===== src/inc/cpu_mode_exception_pkg.sv =====
// Constants, types and state layout of the mode and exception control block
`default_nettype none

package cpu_mode_exception_pkg;

   // ***************************************************************
   // Status word layout
   // ***************************************************************
   localparam int WORD_W = 32;
   localparam int MODE_LSB = 0;
   localparam int MODE_MSB = 4;
   localparam int BIT_T = 5;
   localparam int BIT_F = 6;
   localparam int BIT_I = 7;
   localparam int FLAGS_LSB = 28;
   localparam int FLAGS_MSB = 31;
   localparam logic [31:0] STATUS_KEEP_MASK = 32'hF00000FF;
   localparam logic [31:0] STATUS_RESET = 32'h000000D3;

   // ***************************************************************
   // Mode codes
   // ***************************************************************
   localparam logic [4:0] MODE_USR = 5'h10;
   localparam logic [4:0] MODE_FIQ = 5'h11;
   localparam logic [4:0] MODE_IRQ = 5'h12;
   localparam logic [4:0] MODE_SVC = 5'h13;
   localparam logic [4:0] MODE_UND = 5'h1B;
   localparam logic [4:0] MODE_SYS = 5'h1F;

   // ***************************************************************
   // Vectors and return offsets
   // ***************************************************************
   localparam logic [31:0] VEC_RESET = 32'h00000000;
   localparam logic [31:0] VEC_UNDEF = 32'h00000004;
   localparam logic [31:0] VEC_TRAP = 32'h00000008;
   localparam logic [31:0] VEC_IRQ = 32'h00000018;
   localparam logic [31:0] VEC_FIQ = 32'h0000001C;
   localparam logic [31:0] RET_OFS_WIDE = 32'h00000004;
   localparam logic [31:0] RET_OFS_COMPACT = 32'h00000002;

   // ***************************************************************
   // Register file geometry
   // ***************************************************************
   localparam int NUM_PHYS = 28;
   localparam logic [4:0] PHYS_FIQ_BASE = 5'h0F;
   localparam logic [4:0] PHYS_SVC_BASE = 5'h16;
   localparam logic [4:0] PHYS_IRQ_BASE = 5'h18;
   localparam logic [4:0] PHYS_UND_BASE = 5'h1A;
   localparam logic [3:0] IDX_FIQ_FIRST = 4'h8;
   localparam logic [3:0] IDX_SP = 4'hD;
   localparam logic [3:0] IDX_LR = 4'hE;
   localparam logic [1:0] SAVED_FIQ = 2'h0;
   localparam logic [1:0] SAVED_IRQ = 2'h1;
   localparam logic [1:0] SAVED_SVC = 2'h2;
   localparam logic [1:0] SAVED_UND = 2'h3;

   // ***************************************************************
   // Exception causes
   // ***************************************************************
   localparam logic [2:0] CAUSE_NONE = 3'h0;
   localparam logic [2:0] CAUSE_RESET = 3'h1;
   localparam logic [2:0] CAUSE_UNDEF = 3'h2;
   localparam logic [2:0] CAUSE_TRAP = 3'h3;
   localparam logic [2:0] CAUSE_IRQ = 3'h4;
   localparam logic [2:0] CAUSE_FIQ = 3'h5;

   // ***************************************************************
   // APB register map (byte addresses)
   // ***************************************************************
   localparam logic [7:0] OFS_CURRENT = 8'h00;
   localparam logic [7:0] OFS_SAVED = 8'h04;
   localparam logic [7:0] OFS_ENTRY_INFO = 8'h08;
   localparam logic [7:0] OFS_LAST_LINK = 8'h0C;
   localparam int INFO_LOCKED_BIT = 8;
   localparam int INFO_BUSY_BIT = 9;

   // ***************************************************************
   // Types
   // ***************************************************************
   typedef enum logic [4:0] {
      ST_RESET_SAVE = 5'b00001,
      ST_RUN = 5'b00010,
      ST_SAVE = 5'b00100,
      ST_VECTOR = 5'b01000,
      ST_LOCKED = 5'b10000
   } state_e;

   typedef struct packed {
      logic boundary;
      logic [31:0] pc;
      logic sw_trap;
      logic undef;
      logic branch_with_link;
      logic ret;
      logic status_wr;
      logic [31:0] status_data;
   } pipe_event_s;

   typedef struct packed {
      logic we;
      logic [3:0] idx;
      logic [31:0] data;
   } reg_write_s;

   typedef struct packed {
      state_e state;
      logic [31:0] current_status_word;
      logic [3:0][31:0] saved;
      logic [NUM_PHYS-1:0][31:0] regs;
      logic [4:0] target_mode;
      logic [2:0] cause;
      logic [31:0] vec;
      logic [31:0] link;
      logic vec_valid;
      logic [31:0] prdata;
      logic pslverr;
   } core_state_s;

endpackage : cpu_mode_exception_pkg

`default_nettype wire


===== src/cpu_mode_exception_control.sv =====
// Mode, banked register and exception entry control of the processor core
//
// Local design decisions: the address map and the APB slave port.
`default_nettype none

module cpu_mode_exception_control
   import cpu_mode_exception_pkg::*;
#(
   parameter int ADDR_W = 12
)
(
   input wire logic clk_sys,
   input wire logic rst_n,
   // APB slave
   input wire logic [ADDR_W-1:0] paddr,
   input wire logic psel,
   input wire logic penable,
   input wire logic pwrite,
   input wire logic [31:0] pwdata,
   output logic [31:0] prdata,
   output logic pready,
   output logic pslverr,
   // Interrupt controller requests
   input wire logic fiq_req,
   input wire logic irq_req,
   // Decode pipeline
   input wire pipe_event_s pipe_event,
   input wire reg_write_s reg_write,
   input wire logic [3:0] reg_read_idx,
   output logic [31:0] reg_read_data,
   output logic busy,
   output logic vector_valid,
   output logic [31:0] vector_addr,
   output logic [31:0] current_status_word,
   output logic compact_state
);

   // ***************************************************************
   // Elaboration checks
   // ***************************************************************
   if (ADDR_W < 8)
   begin : g_bad_addr
      $error("ADDR_W must cover the register map");
   end

   // ***************************************************************
   // Helper functions
   // ***************************************************************
   // Valid mode codes only; anything else locks the core
   function automatic logic mode_valid(input logic [4:0] m);
      return (m == MODE_USR) || (m == MODE_FIQ) || (m == MODE_IRQ) ||
             (m == MODE_SVC) || (m == MODE_UND) || (m == MODE_SYS);
   endfunction : mode_valid

   // Logical register number to physical slot, per mode
   function automatic logic [4:0] phys_idx(input logic [4:0] m, input logic [3:0] idx);
      logic [4:0] p;
      p = {1'b0, idx};
      if ((m == MODE_FIQ) && (idx >= IDX_FIQ_FIRST) && (idx <= IDX_LR))
      begin
         p = PHYS_FIQ_BASE + {1'b0, idx - IDX_FIQ_FIRST};
      end
      else if ((idx == IDX_SP) || (idx == IDX_LR))
      begin
         // User and system modes fall through to the base set
         unique case (m)
            MODE_SVC: p = PHYS_SVC_BASE + {4'h0, idx[0] ^ 1'b1};
            MODE_IRQ: p = PHYS_IRQ_BASE + {4'h0, idx[0] ^ 1'b1};
            MODE_UND: p = PHYS_UND_BASE + {4'h0, idx[0] ^ 1'b1};
            default: p = {1'b0, idx};
         endcase
      end
      return p;
   endfunction : phys_idx

   // Saved status slot of a mode; user and system have none
   function automatic logic has_saved(input logic [4:0] m);
      return (m == MODE_FIQ) || (m == MODE_IRQ) || (m == MODE_SVC) || (m == MODE_UND);
   endfunction : has_saved

   function automatic logic [1:0] saved_idx(input logic [4:0] m);
      logic [1:0] s;
      unique case (m)
         MODE_FIQ: s = SAVED_FIQ;
         MODE_IRQ: s = SAVED_IRQ;
         MODE_UND: s = SAVED_UND;
         default: s = SAVED_SVC;
      endcase
      return s;
   endfunction : saved_idx

   // Software status write: flags always, mode, I and F only when privileged
   function automatic logic [31:0] status_write(input logic [31:0] cur,
                                                input logic [31:0] data);
      logic [31:0] res;
      res = cur;
      res[FLAGS_MSB:FLAGS_LSB] = data[FLAGS_MSB:FLAGS_LSB];
      if (cur[MODE_MSB:MODE_LSB] != MODE_USR)
      begin
         res[MODE_MSB:MODE_LSB] = data[MODE_MSB:MODE_LSB];
         res[BIT_I] = data[BIT_I];
         res[BIT_F] = data[BIT_F];
      end
      return res & STATUS_KEEP_MASK;
   endfunction : status_write

   // ***************************************************************
   // State
   // ***************************************************************
   core_state_s r;
   core_state_s next_r;
   logic [4:0] cur_mode;
   logic apb_setup;
   logic apb_write;
   logic [7:0] apb_ofs;
   logic fiq_take;
   logic irq_take;

   assign cur_mode = r.current_status_word[MODE_MSB:MODE_LSB];
   assign apb_setup = psel && !penable;
   assign apb_write = psel && penable && pwrite;
   assign apb_ofs = paddr[7:0];
   // Masked requests are not seen at all
   assign fiq_take = fiq_req && !r.current_status_word[BIT_F];
   assign irq_take = irq_req && !r.current_status_word[BIT_I];

   // ***************************************************************
   // Next-state logic
   // ***************************************************************
   always_comb
   begin
      logic [31:0] cur;
      logic [31:0] ofs;
      cur = r.current_status_word;
      ofs = RET_OFS_WIDE;
      next_r = r;
      next_r.vec_valid = 1'b0;

      // APB read data prepared in the setup cycle, zero wait states
      if (apb_setup)
      begin
         next_r.pslverr = 1'b0;
         next_r.prdata = '0;
         unique case (apb_ofs)
            OFS_CURRENT: next_r.prdata = cur;
            OFS_SAVED: next_r.prdata = has_saved(cur_mode) ? r.saved[saved_idx(cur_mode)] : '0;
            OFS_ENTRY_INFO:
            begin
               next_r.prdata[2:0] = r.cause;
               next_r.prdata[INFO_LOCKED_BIT] = (r.state == ST_LOCKED);
               next_r.prdata[INFO_BUSY_BIT] = (r.state != ST_RUN);
            end
            OFS_LAST_LINK: next_r.prdata = r.link;
            default: next_r.pslverr = 1'b1;
         endcase
      end

      unique case (r.state)
         // Reset save: supervisor link and saved status take pc and status
         ST_RESET_SAVE:
         begin
            next_r.regs[phys_idx(MODE_SVC, IDX_LR)] = pipe_event.pc;
            next_r.saved[SAVED_SVC] = cur;
            next_r.target_mode = MODE_SVC;
            next_r.vec = VEC_RESET;
            next_r.cause = CAUSE_RESET;
            next_r.state = ST_VECTOR;
         end

         ST_RUN:
         begin
            if (!mode_valid(cur_mode))
            begin
               next_r.state = ST_LOCKED;
            end
            else if (pipe_event.boundary &&
                     (fiq_take || irq_take || pipe_event.undef || pipe_event.sw_trap))
            begin
               // Sampled only at a boundary; fast beats normal beats traps
               if (fiq_take)
               begin
                  next_r.target_mode = MODE_FIQ;
                  next_r.vec = VEC_FIQ;
                  next_r.cause = CAUSE_FIQ;
               end
               else if (irq_take)
               begin
                  next_r.target_mode = MODE_IRQ;
                  next_r.vec = VEC_IRQ;
                  next_r.cause = CAUSE_IRQ;
               end
               else if (pipe_event.undef)
               begin
                  next_r.target_mode = MODE_UND;
                  next_r.vec = VEC_UNDEF;
                  next_r.cause = CAUSE_UNDEF;
               end
               else
               begin
                  next_r.target_mode = MODE_SVC;
                  next_r.vec = VEC_TRAP;
                  next_r.cause = CAUSE_TRAP;
               end
               // Interrupts return past the unexecuted instruction, both states
               if (!fiq_take && !irq_take && cur[BIT_T])
               begin
                  ofs = RET_OFS_COMPACT;
               end
               next_r.link = pipe_event.pc + ofs;
               next_r.state = ST_SAVE;
            end
            else
            begin
               // Ordinary register file writes from the pipeline
               if (reg_write.we && (reg_write.idx != 4'hF))
               begin
                  next_r.regs[phys_idx(cur_mode, reg_write.idx)] = reg_write.data;
               end
               if (pipe_event.boundary && pipe_event.branch_with_link)
               begin
                  ofs = cur[BIT_T] ? RET_OFS_COMPACT : RET_OFS_WIDE;
                  next_r.regs[phys_idx(cur_mode, IDX_LR)] = pipe_event.pc + ofs;
               end
               // Return restores the whole word, state select included
               if (pipe_event.boundary && pipe_event.ret && has_saved(cur_mode))
               begin
                  next_r.current_status_word =
                     r.saved[saved_idx(cur_mode)] & STATUS_KEEP_MASK;
               end
               else if (pipe_event.boundary && pipe_event.status_wr)
               begin
                  next_r.current_status_word = status_write(cur, pipe_event.status_data);
               end
               else if (apb_write && (apb_ofs == OFS_CURRENT))
               begin
                  // Debug path obeys the same privilege check as software
                  next_r.current_status_word = status_write(cur, pwdata);
               end
            end
         end

         // Save link and status into the target bank before the mode changes
         ST_SAVE:
         begin
            next_r.regs[phys_idx(r.target_mode, IDX_LR)] = r.link;
            next_r.saved[saved_idx(r.target_mode)] = cur;
            next_r.state = ST_VECTOR;
         end

         // Force mode, I mask (F too on fast or reset entry) and state select, then hand out the vector
         ST_VECTOR:
         begin
            next_r.current_status_word[MODE_MSB:MODE_LSB] = r.target_mode;
            next_r.current_status_word[BIT_T] = 1'b0;
            next_r.current_status_word[BIT_I] = 1'b1;
            if ((r.cause == CAUSE_FIQ) || (r.cause == CAUSE_RESET))
            begin
               next_r.current_status_word[BIT_F] = 1'b1;
            end
            next_r.vec_valid = 1'b1;
            next_r.state = ST_RUN;
         end

         // Unrecoverable: only reset leaves here
         ST_LOCKED:
         begin
            next_r.state = ST_LOCKED;
         end

         default:
         begin
            next_r.state = ST_LOCKED;
         end
      endcase
   end

   // ***************************************************************
   // State register
   // ***************************************************************
   // Reset lands in supervisor, masks set, full-width; the save follows
   always_ff @(posedge clk_sys or negedge rst_n)
   begin
      if (!rst_n)
      begin
         r <= '0;
         r.state <= ST_RESET_SAVE;
         r.current_status_word <= STATUS_RESET;
      end
      else
      begin
         r <= next_r;
      end
   end

   // ***************************************************************
   // Outputs
   // ***************************************************************
   // Busy stalls the pipeline until entry is complete
   assign busy = (r.state != ST_RUN);
   assign vector_valid = r.vec_valid;
   assign vector_addr = r.vec;
   assign current_status_word = r.current_status_word;
   assign compact_state = r.current_status_word[BIT_T];
   assign pready = 1'b1;
   assign prdata = r.prdata;
   assign pslverr = r.pslverr && psel && penable;
   // Index 15 is the program counter, owned by the fetch logic
   assign reg_read_data = (reg_read_idx == 4'hF) ? '0 : r.regs[phys_idx(cur_mode, reg_read_idx)];

endmodule : cpu_mode_exception_control

`default_nettype wire


===== config.mk =====
export PLATFORM = sky130hd
export DESIGN_NAME = cpu_mode_exception_control
export DESIGN_NICKNAME = d
export VERILOG_FILES = /design/src/inc/cpu_mode_exception_pkg.sv /design/src/cpu_mode_exception_control.sv
export SDC_FILE = /design/constraint.sdc
export NUM_CORES = 2
export LEC_CHECK = 0
export BUFFER_PORTS_ARGS = -buffer_cell sky130_fd_sc_hd__buf_4
export CAP_MARGIN = 25
export CORE_MARGIN = 1.5
export CORE_UTILIZATION = 35
export DETAILED_ROUTE_END_ITERATION = 8
export GPL_TIMING_DRIVEN = 0
export PLACE_DENSITY = 0.6
export SETUP_SLACK_MARGIN = 0.3
export SLEW_MARGIN = 20
export SYNTH_ARGS = -nofsm -noshare
export SYNTH_HDL_FRONTEND = slang
export SYNTH_SLANG_ARGS = --single-unit

===== constraint.sdc =====
create_clock -name clk_sys -period 8.15 [get_ports clk_sys]
set_clock_uncertainty 0.1 [all_clocks]
set_input_delay 0.4075 -clock clk_sys [delete_from_list [all_inputs] [get_ports clk_sys]]
set_output_delay 0.4075 -clock clk_sys [all_outputs]
set_load 0.02 [all_outputs]

==> impl_results.md <==
- DRC Markers: 0
- Clock share of power: between 40 and 50%
- Crit start category: flip-flop
- Sequential area share after synthesis: between 40% and 50%
- ANT nets after route: 0
- Worst-Skew Late Latency: slightly above 0.7 ns
- Register share of total power: 44.4%
- Layout cell share with drive strength beyond 1: a little under a fifth
- Global-route wire length before repair: 326,000 um
- Net switching power: between 0.003 and 0.004 W
- Via-to-Cell Ratio: just over 6
- Commonest non-fill, non-tap cells in the layout: dfrtp_1 (1,030), nand2_1 (782), clkbuf_1 (378), mux2_2 (367), a22o_1 (305)
- Number of CTS-inserted buffers: between 100 and 150
- Critical Path End Type: output pin
- Post-cts sizing count: 0
- Placed cell area: roughly 56,000 um^2
- Gate power share: about 11%
- Global route total overflow: 0
- Hold Violations, Final: 0
- Root Driver: clkbuf_16
- Total GRT Usage: 29.5%
- Internal: 0.00861 W
- Die Area: between 150,000 and 200,000 um^2
- Initial antenna violation count: 21
- Worst Tran Pin Value: about 1.2 ns
- Syn avg cell area: 10.6 um^2
- Crit path required time: between 7 and 8 ns
- CP max FO: 10
- Worst-path clk slew: 0.06 ns
- Final Max Tran Viols: 0
- Cell area after synthesis: approximately 52,000 um^2
- First DRT Iteration DRCs: just under 6,000
- GPL Wtd Cong: 1.02
- Worst vdd ir: 0.186 mV
- Final cell count without fillers: 7,320
- DR vias: roughly 45,000
- Mapped Cells: approximately 5,000
- Hold crit path type: primary input to flip-flop
- Final Critical Period: between 6 and 7 ns
- Htree depth: 3
- Io pins: ~300
- Synth unique cells: 84
- Nets: 5,462
- Period utilization: between 70% and 80%
- Vias in the first global route: ~43,000
- RSZ-0062 raised after global routing: false
- Fill cell count: 14,500
- CTS Sinks: slightly above 1,000
- # placed instances: roughly 7,000
- DR pass1 iterations: 9
- Max-Cap Viols: 0
- Switch share: between 20 and 30%
- Setup violators final: 0
- Port bufs: 146
- CTS max path bufs: 3
- Yosys warns: 0
- Core ar.: 148,000 um^2
- Per-cell routed wire length: 31.3 um
- DIE HEIGHT: ~390 um
- Fraction of registers with async set/reset: 100%
- Most common cell after layout, fill and taps aside: dfrtp_1
- Initial Utilization: between 30% and 40%
- Yosys reg bits: 1,036
- Detail Placement HPWL: 171,000 um
- Total detailed-routing wirelength: approximately 230,000 um
- Worst slew margin: between 15 and 20%
- Utilization after layout: between 40% and 50%
- CP arrival: 5.91 ns
- FMAX: about 160 MHz
- Pwr Density: roughly 200 nW/um^2
- Synthesis-to-finish area growth: 15.7%
- Row count: 141
- CTS tree: done
- Post-synth EDFFs: 0
- Setup CP Type: flip-flop to output pin
- Most used DFF post-synth: dfrtp_1
- Final Cell Area: around 61,000 um^2
- Outcome: complete, no violations
- Largest net degree at the start of global routing: between 100 and 150
- Die Width: between 300 and 400 um
- LEAKAGE: 27.7 nW
==> metal layers <==
metal	part of all wire [%]	GRT usage, %
met5	0.051	0
met4	5.7	15.4
met3	9.9	7.05
met2	45	45.2
met1	40	38.7
==> area by class of cell <==
type                            count  area [um^2]  share of cell area, %
Sequential cell                  1036        25900                   42.7
Multi-Input combinational cell   3322        23700                   39.1
Timing Repair Buffer              200         1800                   2.97
Clock buffer                      167         3300                   5.44
Antenna cell                       10         25.0                 0.0412
Clock inverter                     40          507                  0.835
Inverter                           23         86.3                  0.142
Tap cell                         1930         2410                   3.98
Buffer                            592         2890                   4.75
==> final timing paths <==
| kind | slack, ns | end | startpoint | cells after the start |
|---|---|---|---|---|
| setup / recovery | 1.74 | reg_read_data[0] | current_status_word[2]$_DFFE_PN0P_ | 12 |
| hold / removal | 0.05 | prdata[0]$_DFFE_PN0P_ | penable | 4 |
| setup reg to reg | 3.10 | r[335]$_DFFE_PN0P_ | current_status_word[6]$_DFFE_PN1P_ | 9 |
| hold reg to reg | 0.37 | prdata[15]$_DFFE_PN0P_ | prdata[15]$_DFFE_PN0P_ | 2 |
| max in group asynchronous | 5.17 | r[108]$_DFFE_PN0P_ | rst_n | 6 |
| min in group asynchronous | 0.12 | r[292]$_DFFE_PN0P_ | rst_n | 2 |
==> cells in the mapped netlist (all sizes together), types with 10 or more instances <==
master | n | area [um^2]
o22ai | 39 | 244
o21ai | 201 | 1020
a221o | 40 | 400
a21oi | 238 | 1190
inv | 23 | 86.3
nor2b | 11 | 68.8
a22o | 305 | 2670
a31oi | 40 | 256
and3 | 13 | 81.3
buf | 233 | 1530
mux4 | 36 | 811
nor2 | 142 | 536
a2bb2oi | 42 | 368
xor2 | 31 | 272
nor3 | 23 | 138
or3 | 12 | 80.1
a32o | 64 | 641
mux2i | 174 | 1740
mux2 | 484 | 5450
and2 | 10 | 62.6
nor4 | 34 | 225
ha | 10 | 125
o221ai | 75 | 663
xnor2 | 30 | 263
nand2 | 784 | 2950
clkbuf | 359 | 1350
nand3 | 132 | 661
dfrtp | 1030 | 25800
a222oi | 71 | 711
a221oi | 66 | 578
a21o | 42 | 315
nand4 | 16 | 115
or2 | 11 | 68.8
==> worst max-delay path: stages (launching register included) <==
cell and delay, ns:
dfrtp_1 0.38, buf_2 0.23, nor3b_4 0.44, and4_1 0.25, buf_2 0.16, a32oi_1 0.32, a211oi_1 1.04, nand2_1 0.66
clkbuf_1 0.45, a21oi_1 0.22, nor4_1 0.12, a2bb2oi_1 0.64, buf_4 0.27
==> logic make-up after synthesis <==
kind of cell | count (synthesis) | share of synthesized area [%]
AOI/OAI and AO/OA | 1293 | 18.4
and+or+nand+nor | 1210 | 9.86
DFF | 1036 | 49.5
muxes | 694 | 15.3
buffers and inverters | 615 | 5.65
xor gates and xnor gates | 61 | 1.02
adders and majority gates | 13 | 0.334
other | 2 | 0.0143
==> stage by stage <==
step	power (W)	setup TNS [ns]	hold WS (ns)	setup WS [ns]
3_3_place_gp	0.00665	-6078.37	0.354	-6.07
3_5_place_dp	0.00668	0	0.304	2.74
4_1_cts	0.0120	0	0.000599	1.95
6_report	0.0120	0	0.0539	1.74
2_1_floorplan	0.00598	0	0.0119	4.70
5_1_grt	0.0123	0	0.0659	1.89
==> state kept, by name, indices dropped and copies added (netlist names) <==
signal / flops
r: 988
prdata: 32
current_status_word: 12
vector_addr: 3
vector_valid: 1
==> power groups by stage <==
stage               logic, W  registers [W]  clock network, W
CTS                  0.00129        0.00532           0.00539
global placement     0.00124        0.00541                 0
global route         0.00137        0.00532           0.00558
finish               0.00132        0.00533           0.00536
detailed placement   0.00127        0.00541                 0
floorplan           0.000627        0.00535                 0
==> timing repair <==
item / in CTS / in global routing
hold buffers: 37 / 0
endpoints found under the hold margin: 154 / 0
buffers inserted: 0 / 0
endpoints found under the setup margin: 0 / 0
Note: power is estimated with default switching activity, not from simulation.
